<file path="src/sat_pkg.sv">
// shared constants and types of the segment address translation unit
package sat_pkg;

  localparam int unsigned ADDR_W     = 32;
  localparam int unsigned SEG_COUNT  = 6;
  localparam int unsigned SEG_IDX_W  = 3;

  // segment register numbers
  localparam logic [2:0] SEG_ES = 3'h0;
  localparam logic [2:0] SEG_CS = 3'h1;
  localparam logic [2:0] SEG_SS = 3'h2;
  localparam logic [2:0] SEG_DATA = 3'h3;
  localparam logic [2:0] SEG_FS = 3'h4;
  localparam logic [2:0] SEG_GS = 3'h5;

  // selector fields
  localparam int unsigned SEL_PRIV_LO = 0;
  localparam int unsigned SEL_TBL_BIT = 2;
  localparam int unsigned SEL_IDX_LO = 3;
  localparam int unsigned SEL_IDX_HI = 15;
  localparam int unsigned DESC_BYTES_SH = 3;

  // descriptor high word fields
  localparam int unsigned DH_BASE_MID_LO = 0;
  localparam int unsigned DH_TYPE_LO     = 8;
  localparam int unsigned DH_S_BIT       = 12;
  localparam int unsigned DH_DPL_LO      = 13;
  localparam int unsigned DH_P_BIT       = 15;
  localparam int unsigned DH_LIM_HI_LO   = 16;
  localparam int unsigned DH_G_BIT       = 23;
  localparam int unsigned DH_BASE_HI_LO  = 24;

  // segment type bits
  localparam int unsigned TY_CODE_BIT = 3;
  localparam int unsigned TY_RW_BIT   = 1;

  // paging: 4 KByte pages, two-level walk
  localparam int unsigned PAGE_SH    = 12;
  localparam int unsigned DIR_SH     = 22;
  localparam int unsigned PTE_P_BIT  = 0;

  localparam logic [31:0] RESET_FETCH   = 32'hFFFF_FFF0;
  localparam logic [31:0] CS_RESET_BASE = 32'hFFFF_0000;
  localparam logic [31:0] SEG_RESET_LIM = 32'h0000_FFFF;
  localparam logic [3:0]  TY_CODE_RX    = 4'hA;
  localparam logic [3:0]  TY_DATA_RW    = 4'h2;

  typedef struct packed {
    logic [15:0] sel;
    logic        usable;
    logic [31:0] base;
    logic [31:0] limit;
    logic [3:0]  seg_type;
    logic        s_flag;
    logic [1:0]  dpl;
  } sat_seg_t;

  localparam sat_seg_t CS_RESET  = '{16'hF000, 1'b1, CS_RESET_BASE, SEG_RESET_LIM, TY_CODE_RX, 1'b1, 2'h0};
  localparam sat_seg_t SEG_RESET = '{16'h0000, 1'b1, 32'h0000_0000, SEG_RESET_LIM, TY_DATA_RW, 1'b1, 2'h0};

  typedef enum logic [2:0] {
    ST_IDLE    = 3'b000,
    ST_DESC_LO = 3'b001,
    ST_DESC_HI = 3'b010,
    ST_CHECK   = 3'b011,
    ST_PDE     = 3'b100,
    ST_PTE     = 3'b101,
    ST_DATA    = 3'b110
  } sat_state_t;

endpackage

</file>
<file path="src/sat_seg_cache.sv">
// register file holding the cached segment descriptors, registered read
`timescale 1ns/1ps
module sat_seg_cache
  import sat_pkg::*;
#(
  parameter int unsigned DEPTH = SEG_COUNT
) (
  input  wire logic                 ref_clk,
  input  wire logic                 rst,
  input  wire logic [SEG_IDX_W-1:0] rd_idx,
  output sat_seg_t                  rd_data,
  input  wire logic                 wr_en,
  input  wire logic [SEG_IDX_W-1:0] wr_idx,
  input  sat_seg_t                  wr_data
);

  initial begin
    if (DEPTH < 2 || DEPTH > (1 << SEG_IDX_W)) $error("sat_seg_cache: bad depth");
  end

  sat_seg_t mem [DEPTH];
  sat_seg_t next_rd_data;

  // read data registered so the check stage sees a stable entry
  always_comb begin
    next_rd_data = mem[rd_idx];
  end

  // reset leaves code segment at the top of memory and data segments at base 0
  always_ff @(posedge ref_clk) begin
    if (rst) begin
      for (int i = 0; i < DEPTH; i++) begin
        mem[i] <= (i == int'(SEG_CS)) ? CS_RESET : SEG_RESET;
      end
      rd_data <= SEG_RESET;
    end else begin
      if (wr_en) begin
        mem[wr_idx] <= wr_data;
      end
      rd_data <= next_rd_data;
    end
  end

endmodule

</file>
<file path="src/sat_unit.sv">
// segment translation, protection checks and optional two-level paging
`timescale 1ns/1ps

// Overview of operation
// - linear address equals descriptor base plus access offset
// - segment translation always applies; no bypass input exists
// - paging off: linear address goes straight onto the bus
// - paging on: walk directory and table before the data cycle
// - not-present directory or table entry aborts with page fault
// - pages are 4 KBytes, each mapped independently
// - descriptor gives limit, rights, privilege, type and base
// - operations the segment type forbids are refused
// - offset beyond limit raises general protection fault
// - a 4 GByte limit never faults on range
// - after reset fetching starts near the top of memory
// - after reset the data segment base is zero
// - privilege 0 supervisor and 3 user descriptors; 0 most privileged
// - descriptor address is table base plus index times 8
// - table select bit 2 picks global or local table
// - null in data register loads fine, faults on use; code/stack load faults
module sat_unit
  import sat_pkg::*;
(
  input  wire logic                 ref_clk,
  input  wire logic                 rst,
  // core side
  input  wire logic                 load_req,
  input  wire logic [SEG_IDX_W-1:0] load_seg,
  input  wire logic [15:0]          load_sel,
  input  wire logic                 acc_req,
  input  wire logic [SEG_IDX_W-1:0] acc_seg,
  input  wire logic [31:0]          acc_offset,
  input  wire logic                 acc_write,
  input  wire logic                 acc_exec,
  input  wire logic [31:0]          acc_wdata,
  input  wire logic [1:0]           cpl,
  input  wire logic                 paging_en,
  input  wire logic [31:0]          page_dir_base,
  input  wire logic [31:0]          global_descriptor_table_base,
  input  wire logic [31:0]          local_descriptor_table_base,
  output logic                      ready,
  output logic                      done,
  output logic                      general_protection_fault,
  output logic                      page_fault,
  output logic [31:0]               fault_addr,
  output logic [31:0]               acc_rdata,
  output logic [31:0]               start_addr,
  // memory bus
  output logic                      mem_req,
  output logic                      mem_we,
  output logic [ADDR_W-1:0]         mem_addr,
  output logic [31:0]               mem_wdata,
  input  wire logic                 mem_ack,
  input  wire logic [31:0]          mem_rdata
);

  ////////////////////////////////////////////////////////////////////////
  // state

  sat_state_t           state, next_state;
  logic                 next_ready, next_done, next_prot, next_pf;
  logic [31:0]          next_fault_addr, next_acc_rdata;
  logic                 next_mem_req, next_mem_we;
  logic [ADDR_W-1:0]    next_mem_addr;
  logic [31:0]          next_mem_wdata;
  logic [SEG_IDX_W-1:0] op_seg, next_op_seg;
  logic [31:0]          op_offset, next_op_offset;
  logic                 op_write, next_op_write;
  logic                 op_exec, next_op_exec;
  logic [31:0]          op_wdata, next_op_wdata;
  logic [15:0]          op_sel, next_op_sel;
  logic [31:0]          desc_lo, next_desc_lo;
  logic [31:0]          lin, next_lin;

  logic [SEG_IDX_W-1:0] rd_idx;
  sat_seg_t             cur;
  logic                 wr_en;
  logic [SEG_IDX_W-1:0] wr_idx;
  sat_seg_t             wr_data;

  sat_seg_cache #(
    .DEPTH (SEG_COUNT)
  ) u_cache (
    .ref_clk (ref_clk),
    .rst     (rst),
    .rd_idx  (rd_idx),
    .rd_data (cur),
    .wr_en   (wr_en),
    .wr_idx  (wr_idx),
    .wr_data (wr_data)
  );

  ////////////////////////////////////////////////////////////////////////
  // helpers

  // null means index 0 in the global table; requested privilege is ignored
  function automatic logic is_null(input logic [15:0] sel);
    return (sel[SEL_IDX_HI:SEL_TBL_BIT] == 14'h0000);
  endfunction

  // expand a 20-bit limit by granularity
  function automatic logic [31:0] eff_limit(input logic [19:0] lim, input logic g);
    return g ? {lim, 12'hFFF} : {12'h000, lim};
  endfunction

  // type and privilege check of the cached entry for the pending operation
  function automatic logic rights_bad(input sat_seg_t e, input logic wr, input logic ex,
                                      input logic [1:0] pl, input logic [1:0] req_pl);
    logic code;
    logic [1:0] eff;
    code = e.seg_type[TY_CODE_BIT];
    eff  = (pl > req_pl) ? pl : req_pl;
    if (!e.s_flag) return 1'b1;
    if (code) return wr || (!ex && !e.seg_type[TY_RW_BIT]);
    return ex || (wr && !e.seg_type[TY_RW_BIT]) || (eff > e.dpl);
  endfunction

  logic [31:0] desc_addr;
  logic [31:0] hi;
  logic [31:0] lin_sum;
  logic        limit_bad;

  // table select and index scaling of the pending selector
  assign desc_addr = (op_sel[SEL_TBL_BIT] ? local_descriptor_table_base : global_descriptor_table_base)
                   + {16'h0000, op_sel[SEL_IDX_HI:SEL_IDX_LO], 3'b000};
  assign hi        = mem_rdata;
  assign lin_sum   = cur.base + op_offset;
  // full 4 GByte limit can never be exceeded by a 32-bit offset
  assign limit_bad = (op_offset > cur.limit);
  assign rd_idx    = (state == ST_IDLE) ? acc_seg : op_seg;
  // a null load writes in the taking cycle, before op_seg has caught up
  assign wr_idx    = (state == ST_IDLE) ? load_seg : op_seg;

  ////////////////////////////////////////////////////////////////////////
  // sequencer next values

  always_comb begin
    next_state      = state;
    next_ready      = 1'b0;
    next_done       = 1'b0;
    next_prot       = 1'b0;
    next_pf         = 1'b0;
    next_fault_addr = fault_addr;
    next_acc_rdata  = acc_rdata;
    next_mem_req    = mem_req;
    next_mem_we     = mem_we;
    next_mem_addr   = mem_addr;
    next_mem_wdata  = mem_wdata;
    next_op_seg     = op_seg;
    next_op_offset  = op_offset;
    next_op_write   = op_write;
    next_op_exec    = op_exec;
    next_op_wdata   = op_wdata;
    next_op_sel     = op_sel;
    next_desc_lo    = desc_lo;
    next_lin        = lin;
    wr_en           = 1'b0;
    wr_data         = SEG_RESET;
    unique case (state)
      ST_IDLE: begin
        // a load wins over an access offered in the same cycle
        // nothing is taken while ready is low, i.e. in the first cycle after reset
        if (load_req && ready) begin
          next_op_seg = load_seg;
          next_op_sel = load_sel;
          if (is_null(load_sel)) begin
            if (load_seg == SEG_CS || load_seg == SEG_SS) begin
              next_prot = 1'b1;
              next_done = 1'b1;
              next_ready = 1'b1;
            end else begin
              wr_en          = 1'b1;
              wr_data        = SEG_RESET;
              wr_data.sel    = load_sel;
              wr_data.usable = 1'b0;
              next_done      = 1'b1;
              next_ready     = 1'b1;
            end
            next_op_seg = load_seg;
          end else begin
            next_state    = ST_DESC_LO;
            next_mem_req  = 1'b1;
            next_mem_we   = 1'b0;
            next_mem_addr = (load_sel[SEL_TBL_BIT] ? local_descriptor_table_base : global_descriptor_table_base)
                          + {16'h0000, load_sel[SEL_IDX_HI:SEL_IDX_LO], 3'b000};
          end
        end else if (acc_req && ready) begin
          // every access goes through the segment stage
          next_op_seg    = acc_seg;
          next_op_offset = acc_offset;
          next_op_write  = acc_write;
          next_op_exec   = acc_exec;
          next_op_wdata  = acc_wdata;
          next_state     = ST_CHECK;
        end else begin
          next_ready = 1'b1;
        end
      end
      ST_DESC_LO: begin
        if (mem_ack) begin
          next_desc_lo  = mem_rdata;
          next_mem_addr = desc_addr + 32'h0000_0004;
          next_state    = ST_DESC_HI;
        end
      end
      ST_DESC_HI: begin
        if (mem_ack) begin
          next_mem_req = 1'b0;
          next_done    = 1'b1;
          next_ready   = 1'b1;
          next_state   = ST_IDLE;
          if (!hi[DH_P_BIT]) begin
            next_prot       = 1'b1;
            next_fault_addr = desc_addr;
          end else begin
            wr_en            = 1'b1;
            wr_data.sel      = op_sel;
            wr_data.usable   = 1'b1;
            wr_data.base     = {hi[DH_BASE_HI_LO +: 8], hi[DH_BASE_MID_LO +: 8], desc_lo[31:16]};
            wr_data.limit    = eff_limit({hi[DH_LIM_HI_LO +: 4], desc_lo[15:0]}, hi[DH_G_BIT]);
            wr_data.seg_type = hi[DH_TYPE_LO +: 4];
            wr_data.s_flag   = hi[DH_S_BIT];
            wr_data.dpl      = hi[DH_DPL_LO +: 2];
          end
        end
      end
      ST_CHECK: begin
        // checks settle before the linear address is used anywhere
        if (!cur.usable || limit_bad
            || rights_bad(cur, op_write, op_exec, cpl, cur.sel[SEL_PRIV_LO +: 2])) begin
          next_prot       = 1'b1;
          next_fault_addr = op_offset;
          next_done       = 1'b1;
          next_ready      = 1'b1;
          next_state      = ST_IDLE;
        end else begin
          next_lin     = lin_sum;
          next_mem_req = 1'b1;
          if (paging_en) begin
            next_mem_we   = 1'b0;
            next_mem_addr = {page_dir_base[31:PAGE_SH], lin_sum[31:DIR_SH], 2'b00};
            next_state    = ST_PDE;
          end else begin
            next_mem_we    = op_write;
            next_mem_addr  = lin_sum;
            next_mem_wdata = op_wdata;
            next_state     = ST_DATA;
          end
        end
      end
      ST_PDE, ST_PTE: begin
        if (mem_ack) begin
          if (!mem_rdata[PTE_P_BIT]) begin
            next_mem_req    = 1'b0;
            next_pf         = 1'b1;
            next_fault_addr = lin;
            next_done       = 1'b1;
            next_ready      = 1'b1;
            next_state      = ST_IDLE;
          end else if (state == ST_PDE) begin
            next_mem_addr = {mem_rdata[31:PAGE_SH], lin[DIR_SH-1:PAGE_SH], 2'b00};
            next_state    = ST_PTE;
          end else begin
            next_mem_we    = op_write;
            next_mem_addr  = {mem_rdata[31:PAGE_SH], lin[PAGE_SH-1:0]};
            next_mem_wdata = op_wdata;
            next_state     = ST_DATA;
          end
        end
      end
      ST_DATA: begin
        if (mem_ack) begin
          next_mem_req   = 1'b0;
          next_mem_we    = 1'b0;
          next_acc_rdata = op_write ? acc_rdata : mem_rdata;
          next_done      = 1'b1;
          next_ready     = 1'b1;
          next_state     = ST_IDLE;
        end
      end
    endcase
  end

  ////////////////////////////////////////////////////////////////////////
  // registers

  always_ff @(posedge ref_clk) begin
    if (rst) begin
      state                    <= ST_IDLE;
      ready                    <= 1'b0;
      done                     <= 1'b0;
      general_protection_fault <= 1'b0;
      page_fault               <= 1'b0;
      fault_addr               <= 32'h0000_0000;
      acc_rdata                <= 32'h0000_0000;
      start_addr               <= RESET_FETCH;
      mem_req                  <= 1'b0;
      mem_we                   <= 1'b0;
      mem_addr                 <= 32'h0000_0000;
      mem_wdata                <= 32'h0000_0000;
      op_seg                   <= SEG_DATA;
      op_offset                <= 32'h0000_0000;
      op_write                 <= 1'b0;
      op_exec                  <= 1'b0;
      op_wdata                 <= 32'h0000_0000;
      op_sel                   <= 16'h0000;
      desc_lo                  <= 32'h0000_0000;
      lin                      <= 32'h0000_0000;
    end else begin
      state                    <= next_state;
      ready                    <= next_ready;
      done                     <= next_done;
      general_protection_fault <= next_prot;
      page_fault               <= next_pf;
      fault_addr               <= next_fault_addr;
      acc_rdata                <= next_acc_rdata;
      start_addr               <= RESET_FETCH;
      mem_req                  <= next_mem_req;
      mem_we                   <= next_mem_we;
      mem_addr                 <= next_mem_addr;
      mem_wdata                <= next_mem_wdata;
      op_seg                   <= next_op_seg;
      op_offset                <= next_op_offset;
      op_write                 <= next_op_write;
      op_exec                  <= next_op_exec;
      op_wdata                 <= next_op_wdata;
      op_sel                   <= next_op_sel;
      desc_lo                  <= next_desc_lo;
      lin                      <= next_lin;
    end
  end

endmodule

</file>
<file path="config.mk">
export PLATFORM = sky130hd
export DESIGN_NAME = sat_unit
export DESIGN_NICKNAME = d
export VERILOG_FILES = /design/src/sat_pkg.sv /design/src/sat_seg_cache.sv /design/src/sat_unit.sv
export SDC_FILE = /design/constraint.sdc
export NUM_CORES = 2
export LEC_CHECK = 0
export BUFFER_PORTS_ARGS = -buffer_cell sky130_fd_sc_hd__buf_2
export CORE_ASPECT_RATIO = 1.75
export CORE_MARGIN = 2
export CORE_UTILIZATION = 45
export CTS_BUF_LIST = sky130_fd_sc_hd__clkbuf_2
export DETAILED_ROUTE_END_ITERATION = 10
export PLACE_DENSITY_LB_ADDON = 0.25
export SLEW_MARGIN = 30
export SYNTH_ARGS = -nofsm -noshare
export SYNTH_HDL_FRONTEND = slang
export SYNTH_SLANG_ARGS = --single-unit
</file>
<file path="constraint.sdc">
create_clock -name ref_clk -period 10.75 [get_ports ref_clk]
set_clock_uncertainty 0.15 [all_clocks]
set_input_delay 1.6125 -clock ref_clk [delete_from_list [all_inputs] [get_ports ref_clk]]
set_output_delay 1.6125 -clock ref_clk [all_outputs]
set_load 0.02 [all_outputs]
</file>
==> Word level (Yosys, flattened, before mapping) <==
Memory sizes are Yosys's and may differ from the RTL's. A register that Yosys moved wholly into a read port is not among the register bits.
Index checks and enable logic that the tools add are counted.
{ "op_classes": {"add_sub_neg": 4, "multipliers": 0, "div": 0, "magnitude_cmp": 3, "eq_ne": 24, "shift": 0, "mux": 101, "bitwise": 4, "n_reduce_logical": 37} }
{ "ops": {"columns": ["cell", "n"], "rows": [
  ["$mux 32", 20],
  ["$mux 88", 6],
  ["$pmux 88 s2", 1],
  ["$pmux 32 s4", 1],
  ["$pmux 32 s3", 1],
  ["$reduce_or 88->1", 1],
  ["$add 32x16->32", 2],
  ["$pmux 32 s2", 1],
  ["$mux 1", 47],
  ["$mux 3", 13],
  ["$add 32x3->32 const B", 1],
  ["$add 32x32->32", 1],
  ["$gt 32x32->1", 1],
  ["$ne 2x2->1 const B", 12],
  ["$pmux 1 s4", 4],
  ["$pmux 3 s5", 1],
  ["$logic_not 14->1", 1],
  ["$reduce_and 7->1", 2],
  ["$mux 12", 1],
  ["$reduce_and 6->1", 2],
  ["$reduce_bool 4->1", 3],
  ["$eq 3x2->1 const B", 3],
  ["$eq 3x3->1 const B", 3],
  ["$reduce_and 2->1", 4],
  ["19 further kinds", 41]
]} }
{ "word_totals": {"reg_bits": 286, "latch_bits": 0, "ramBits": 528, "mem_bits_ro": 0, "input_bits": 224, "out_inout_bits": 166, "word_cells": 193, "memories": 1} }
{ "memory_table": {"columns": ["memory", "words", "word_bits", "read_ports", "rd_ports_with_merged_regs", "wr", "line_no", "rtl"], "rows": [
  ["u_cache.mem", 6, 88, 1, 1, 6, "sat_seg_cache.sv:21", "sat_seg_t mem [DEPTH];"]
]} }

==> Logic depth before layout (Yosys ltp) <==
{ "depth": {"ltp_word": 11, "mapped_depth": 21, "ltp_nobuf": 16} }

==> Modules after synthesis <==
Synthesis repeated with hierarchy kept, for this count alone.
{ "unflattened": {"cells_unflattened": 4448, "area_unflattened_um2": 50114.3} }
{ "modules_own_cells": {"columns": ["module", "n_inst", "cells_each", "area_per_inst_um2", "seq_area_each_um2"], "rows": [
  ["sat_seg_cache", 1, 1968, 31238.7, 22902.0],
  ["sat_unit", 1, 2480, 18875.6, 5725.5]
]} }

==> Worst setup path after synthesis <==
Ideal clock, no wire load.
{ "synth_timing": {"path_kind": "input -> register", "startpoint": "input load_sel[2]", "endpoint": "memory u_cache.mem[7][0] (netlist name) (enable)", "setup_ps": 503, "arrival_time_ps": 6007, "t_required_ps": 10097, "path_slack_ps": 4091, "stages": 7, "n_path_buf": 1, "path_cell_list": "clkbuf_1 -> nor4_1 -> nand4_1 -> or3_1 -> a21oi_1 -> nand2b_1 -> nor2_1"} }
{ "synth_lines": {"columns": ["element", "line_no", "rtl"], "rows": [
  ["start: declaration", "sat_unit.sv:29", "input wire logic [15:0] load_sel,"],
  ["end: declaration", "sat_seg_cache.sv:21", null]
]} }

==> summary by stage <==
Placed design
The detailed placer's ending HPWL is 111000 µm. The routability-driven placement congestion ratio is 1.03. The quantity of I/O buffers inserted on ports is around 350.

Synthesis
Summed over its instances, the top area cell type makes up 39.7% of the synthesized netlist area. In the synthesized netlist the async set-or-reset flop fraction comes to 0%. Ranked by instance count, the synthesized netlist is headed by nand2_1 (776), edfxtp_1 (576), nor2_1 (451), dfxtp_1 (358), a21oi_1 (325). The top cell type by total area after synthesis is edfxtp_1. Counting every instance in the synthesized netlist gives ~4000.

After synthesis, the cell types taking the most area are edfxtp_1 (40%), dfxtp_1 (16%), mux4_2 (7.5%). Counting flops and latches in the post-synthesis netlist gives 934. After synthesis the cells add up to 0.0435 mm². The most used standard cell by instance count after synthesis is nand2_1. The number of distinct library cells after synthesis is 90. Among all flip-flop cells after synthesis, the most frequent one is edfxtp_1. A synthesized cell averages 10.9 µm².

The number of synthesis warnings is 0. The share of synthesized area occupied by flip-flops and latches is 56.2%. Yosys mapped a number of flops with a built-in enable equal to 576.

Final layout
The area growth from synthesis to layout is 13.9%. Ranked by flip-flop count, first place goes to u_cache.mem. After the last flow step, the layout net total stands at approximately 4800. The largest registers in the layout are u_cache.mem: 576 flops, u_cache.rd_data: 72 flops. The layout cell share with drive strength beyond 1 is 21.7%.

The register with the most flip-flops in the layout has 576 of them.

Min path
The class of the most critical hold timing path is in2reg. Along the worst hold path, the cell count comes to 3.

STA
Adding up every negative setup slack in the final design gives 0 ps. Setup repair after global routing left no endpoint under its margin. The relative max-transition margin is about 25%. The clock period could shrink to 5650 ps. The number of pins with negative max-slew slack in the final report was 0. The total of endpoints with negative setup slack in the final report is 0. Based on the critical path, the design can be clocked at up to 177 MHz. For the pin with the worst max-slew slack, the measured transition is roughly 1100 ps. Hold timing on the final database bottoms out at a slack of 128 ps.

The final number of hold-violating endpoints is 0. The final worst-path cycle share is 52.5%.

Clocking
The deepest clock path buffer count is 3. The TritonCTS sink count is 934. Once the clock tree was built, the resizer swapped 0 gates to a different size. The post-cts hold buffer count is 87. Once the clock tree was built, the setup fixing pass inserted 0 buffers. The latest clock arrival within the worst-skew pair is 1740 ps. TritonCTS built the clock tree.

The clock tree synthesis step divided the H-tree into 4 levels. The clock-pin transition on the worst setup and hold timing paths is 140 ps. The root buffer cell chosen for the clock tree is clkbuf_2. TritonCTS created 210 clock buffers.

Drt
The routed wirelength normalized by instance count is 27.8 µm. Detailed routing placed a total of 78600 µm of wire on met2. The uppermost layer routed is met5. In the routed design, unresolved DRC markers number 0. The routed layout has around 35000 vias. The total iterations of the first detailed-routing run is 8. The detailed router put a total of ~56000 µm of wire on met1. The number of routed nets with antenna violations is 0. The post-detailed-route via-to-cell ratio is 5.86.

The number of violations reported at the end of detailed-routing iteration 0 is between 2000 and 3000. After detailed routing, the total wire length is 163000 µm. The length of routed met3 wiring is 14200 µm.

Global route
The number of global-route vias before repair was 34600. The total overflow left after global routing is 0. The first global-routing pass estimated approximately 230000 µm of wire.

Entering global routing, the biggest net connects 142 pins. The number of antenna violations at the first check in global routing was 19. The total routing usage reported by global routing is 32.8%.

Die
390 I/O pins were placed. The site row count is 150. Measured along the x axis, the die boundary spans 239 µm. The die height is 415 µm. Once the floorplan was initialized, standard cells occupied 45.5% of the core.

The total die area is 0.0993 mm². The area of the core is 0.0957 mm².

Power
Power spread over the standard cell area amounts to roughly 210 mW/mm². The largest voltage drop on the vdd net is 0.000206 V. The leakage power is 18.9 nW.

Critical path
Along the worst path, the maximum fanout reaches 54. For the worst setup path, the data required time is 11800 ps. The category of the worst setup path capture point is a flop. The setup path with the least slack is of type reg2reg. The worst endpoint data arrival time is approximately 6700 ps. STA classifies the critical path startpoint as a flop.

The depth of the worst register-to-register path is 11.

Run status
The run finished with clean final reports.

Run
The tool flagged a number of max-cap violations equal to 0.
[cells in the final DEF (no fill, tap or decap), types with 95 or more instances in the layout]
cell,netlist,layout
a21oi_1,325,323
buf_2,18,346
clkbuf_2,0,305
dfxtp_1,358,357
edfxtp_1,576,576
ha_1,95,95
inv_1,143,142
mux4_2,144,144
nand2_1,776,769
nor2_1,451,445
[path summary, 6_finish.rpt]
kind / start / endpoint / slack, ps
worst max register to register: state[2] / u_cache.mem[3][43] / 5100
worst min register to register: mem_addr[4] / mem_addr[4] / 300
worst min-delay path: mem_rdata[27] / desc_lo[27] / 130
worst max-delay path: state[2] / u_cache.mem[3][43] / 5100
[report_power, final]
part | switching, mW | total (mW) | internal, mW
registers | 0.206 | 4.29 | 4.08
clock network | 1.50 | 2.49 | 0.990
logic | 2.30 | 3.52 | 1.22
total | 4.01 | 10.3 | 6.29
[cells by family after synthesis]
family / after synthesis / synth area share, %
simple gates: 1493 / 14.4
flops: 934 / 56.2
compound gates: 707 / 10.3
mux: 260 / 10.2
buf+inv: 421 / 4.02
other cells: 2 / 0.0173
xor+xnor: 95 / 1.91
fa+ha+maj: 98 / 2.87
[stage by stage]
stage | instance area, µm² | cells | util [%] | setup WS [ps] | power, mW
2_1_floorplan | 43600 | 4042 | - | 4090 | 6.51
3_3_place_gp | 46400 | 5395 | 48.5 | 4260 | 7.77
3_5_place_dp | 46500 | 5396 | 48.5 | 4210 | 7.79
4_1_cts | 49500 | 5873 | 51.7 | 5160 | 10.3
5_1_grt | 49600 | 5885 | 51.8 | 4890 | 10.7
6_report | 49600 | 5890 | 51.8 | 5100 | 10.3
[worst max-delay path, cell delays in order (launching register included)]
cell	delay (ps)
dfxtp_1	320
buf_4	240
nor3_2	200
buf_4	250
nand3_1	670
or3_1	690
a21oi_1	330
nand2_1	180
or2_2	310
buf_4	410
nand2_4	740
buf_4	640
[layout make-up]
cell class / instances / area [µm²]
Antenna cell: 16 / 40.0
Clock buffer: 305 / 1530
Clock inverter: 85 / 637
Fill cell: 8702 / 46100
Inverter: 144 / 541
Multi-Input combinational cell: 2687 / 17700
Sequential cell: 934 / 24500
Tap cell: 1216 / 1520
Timing Repair Buffer: 503 / 3180
[routing by layer]
layer  up-vias  global-route usage [%]
met3       522                    8.54
met1     16800                    34.9
met2      1809                    54.3
li1      15400                       -
met4        12                    27.3
met5         -                       0
No activity file was read; power rests on OpenSTA's default activity.
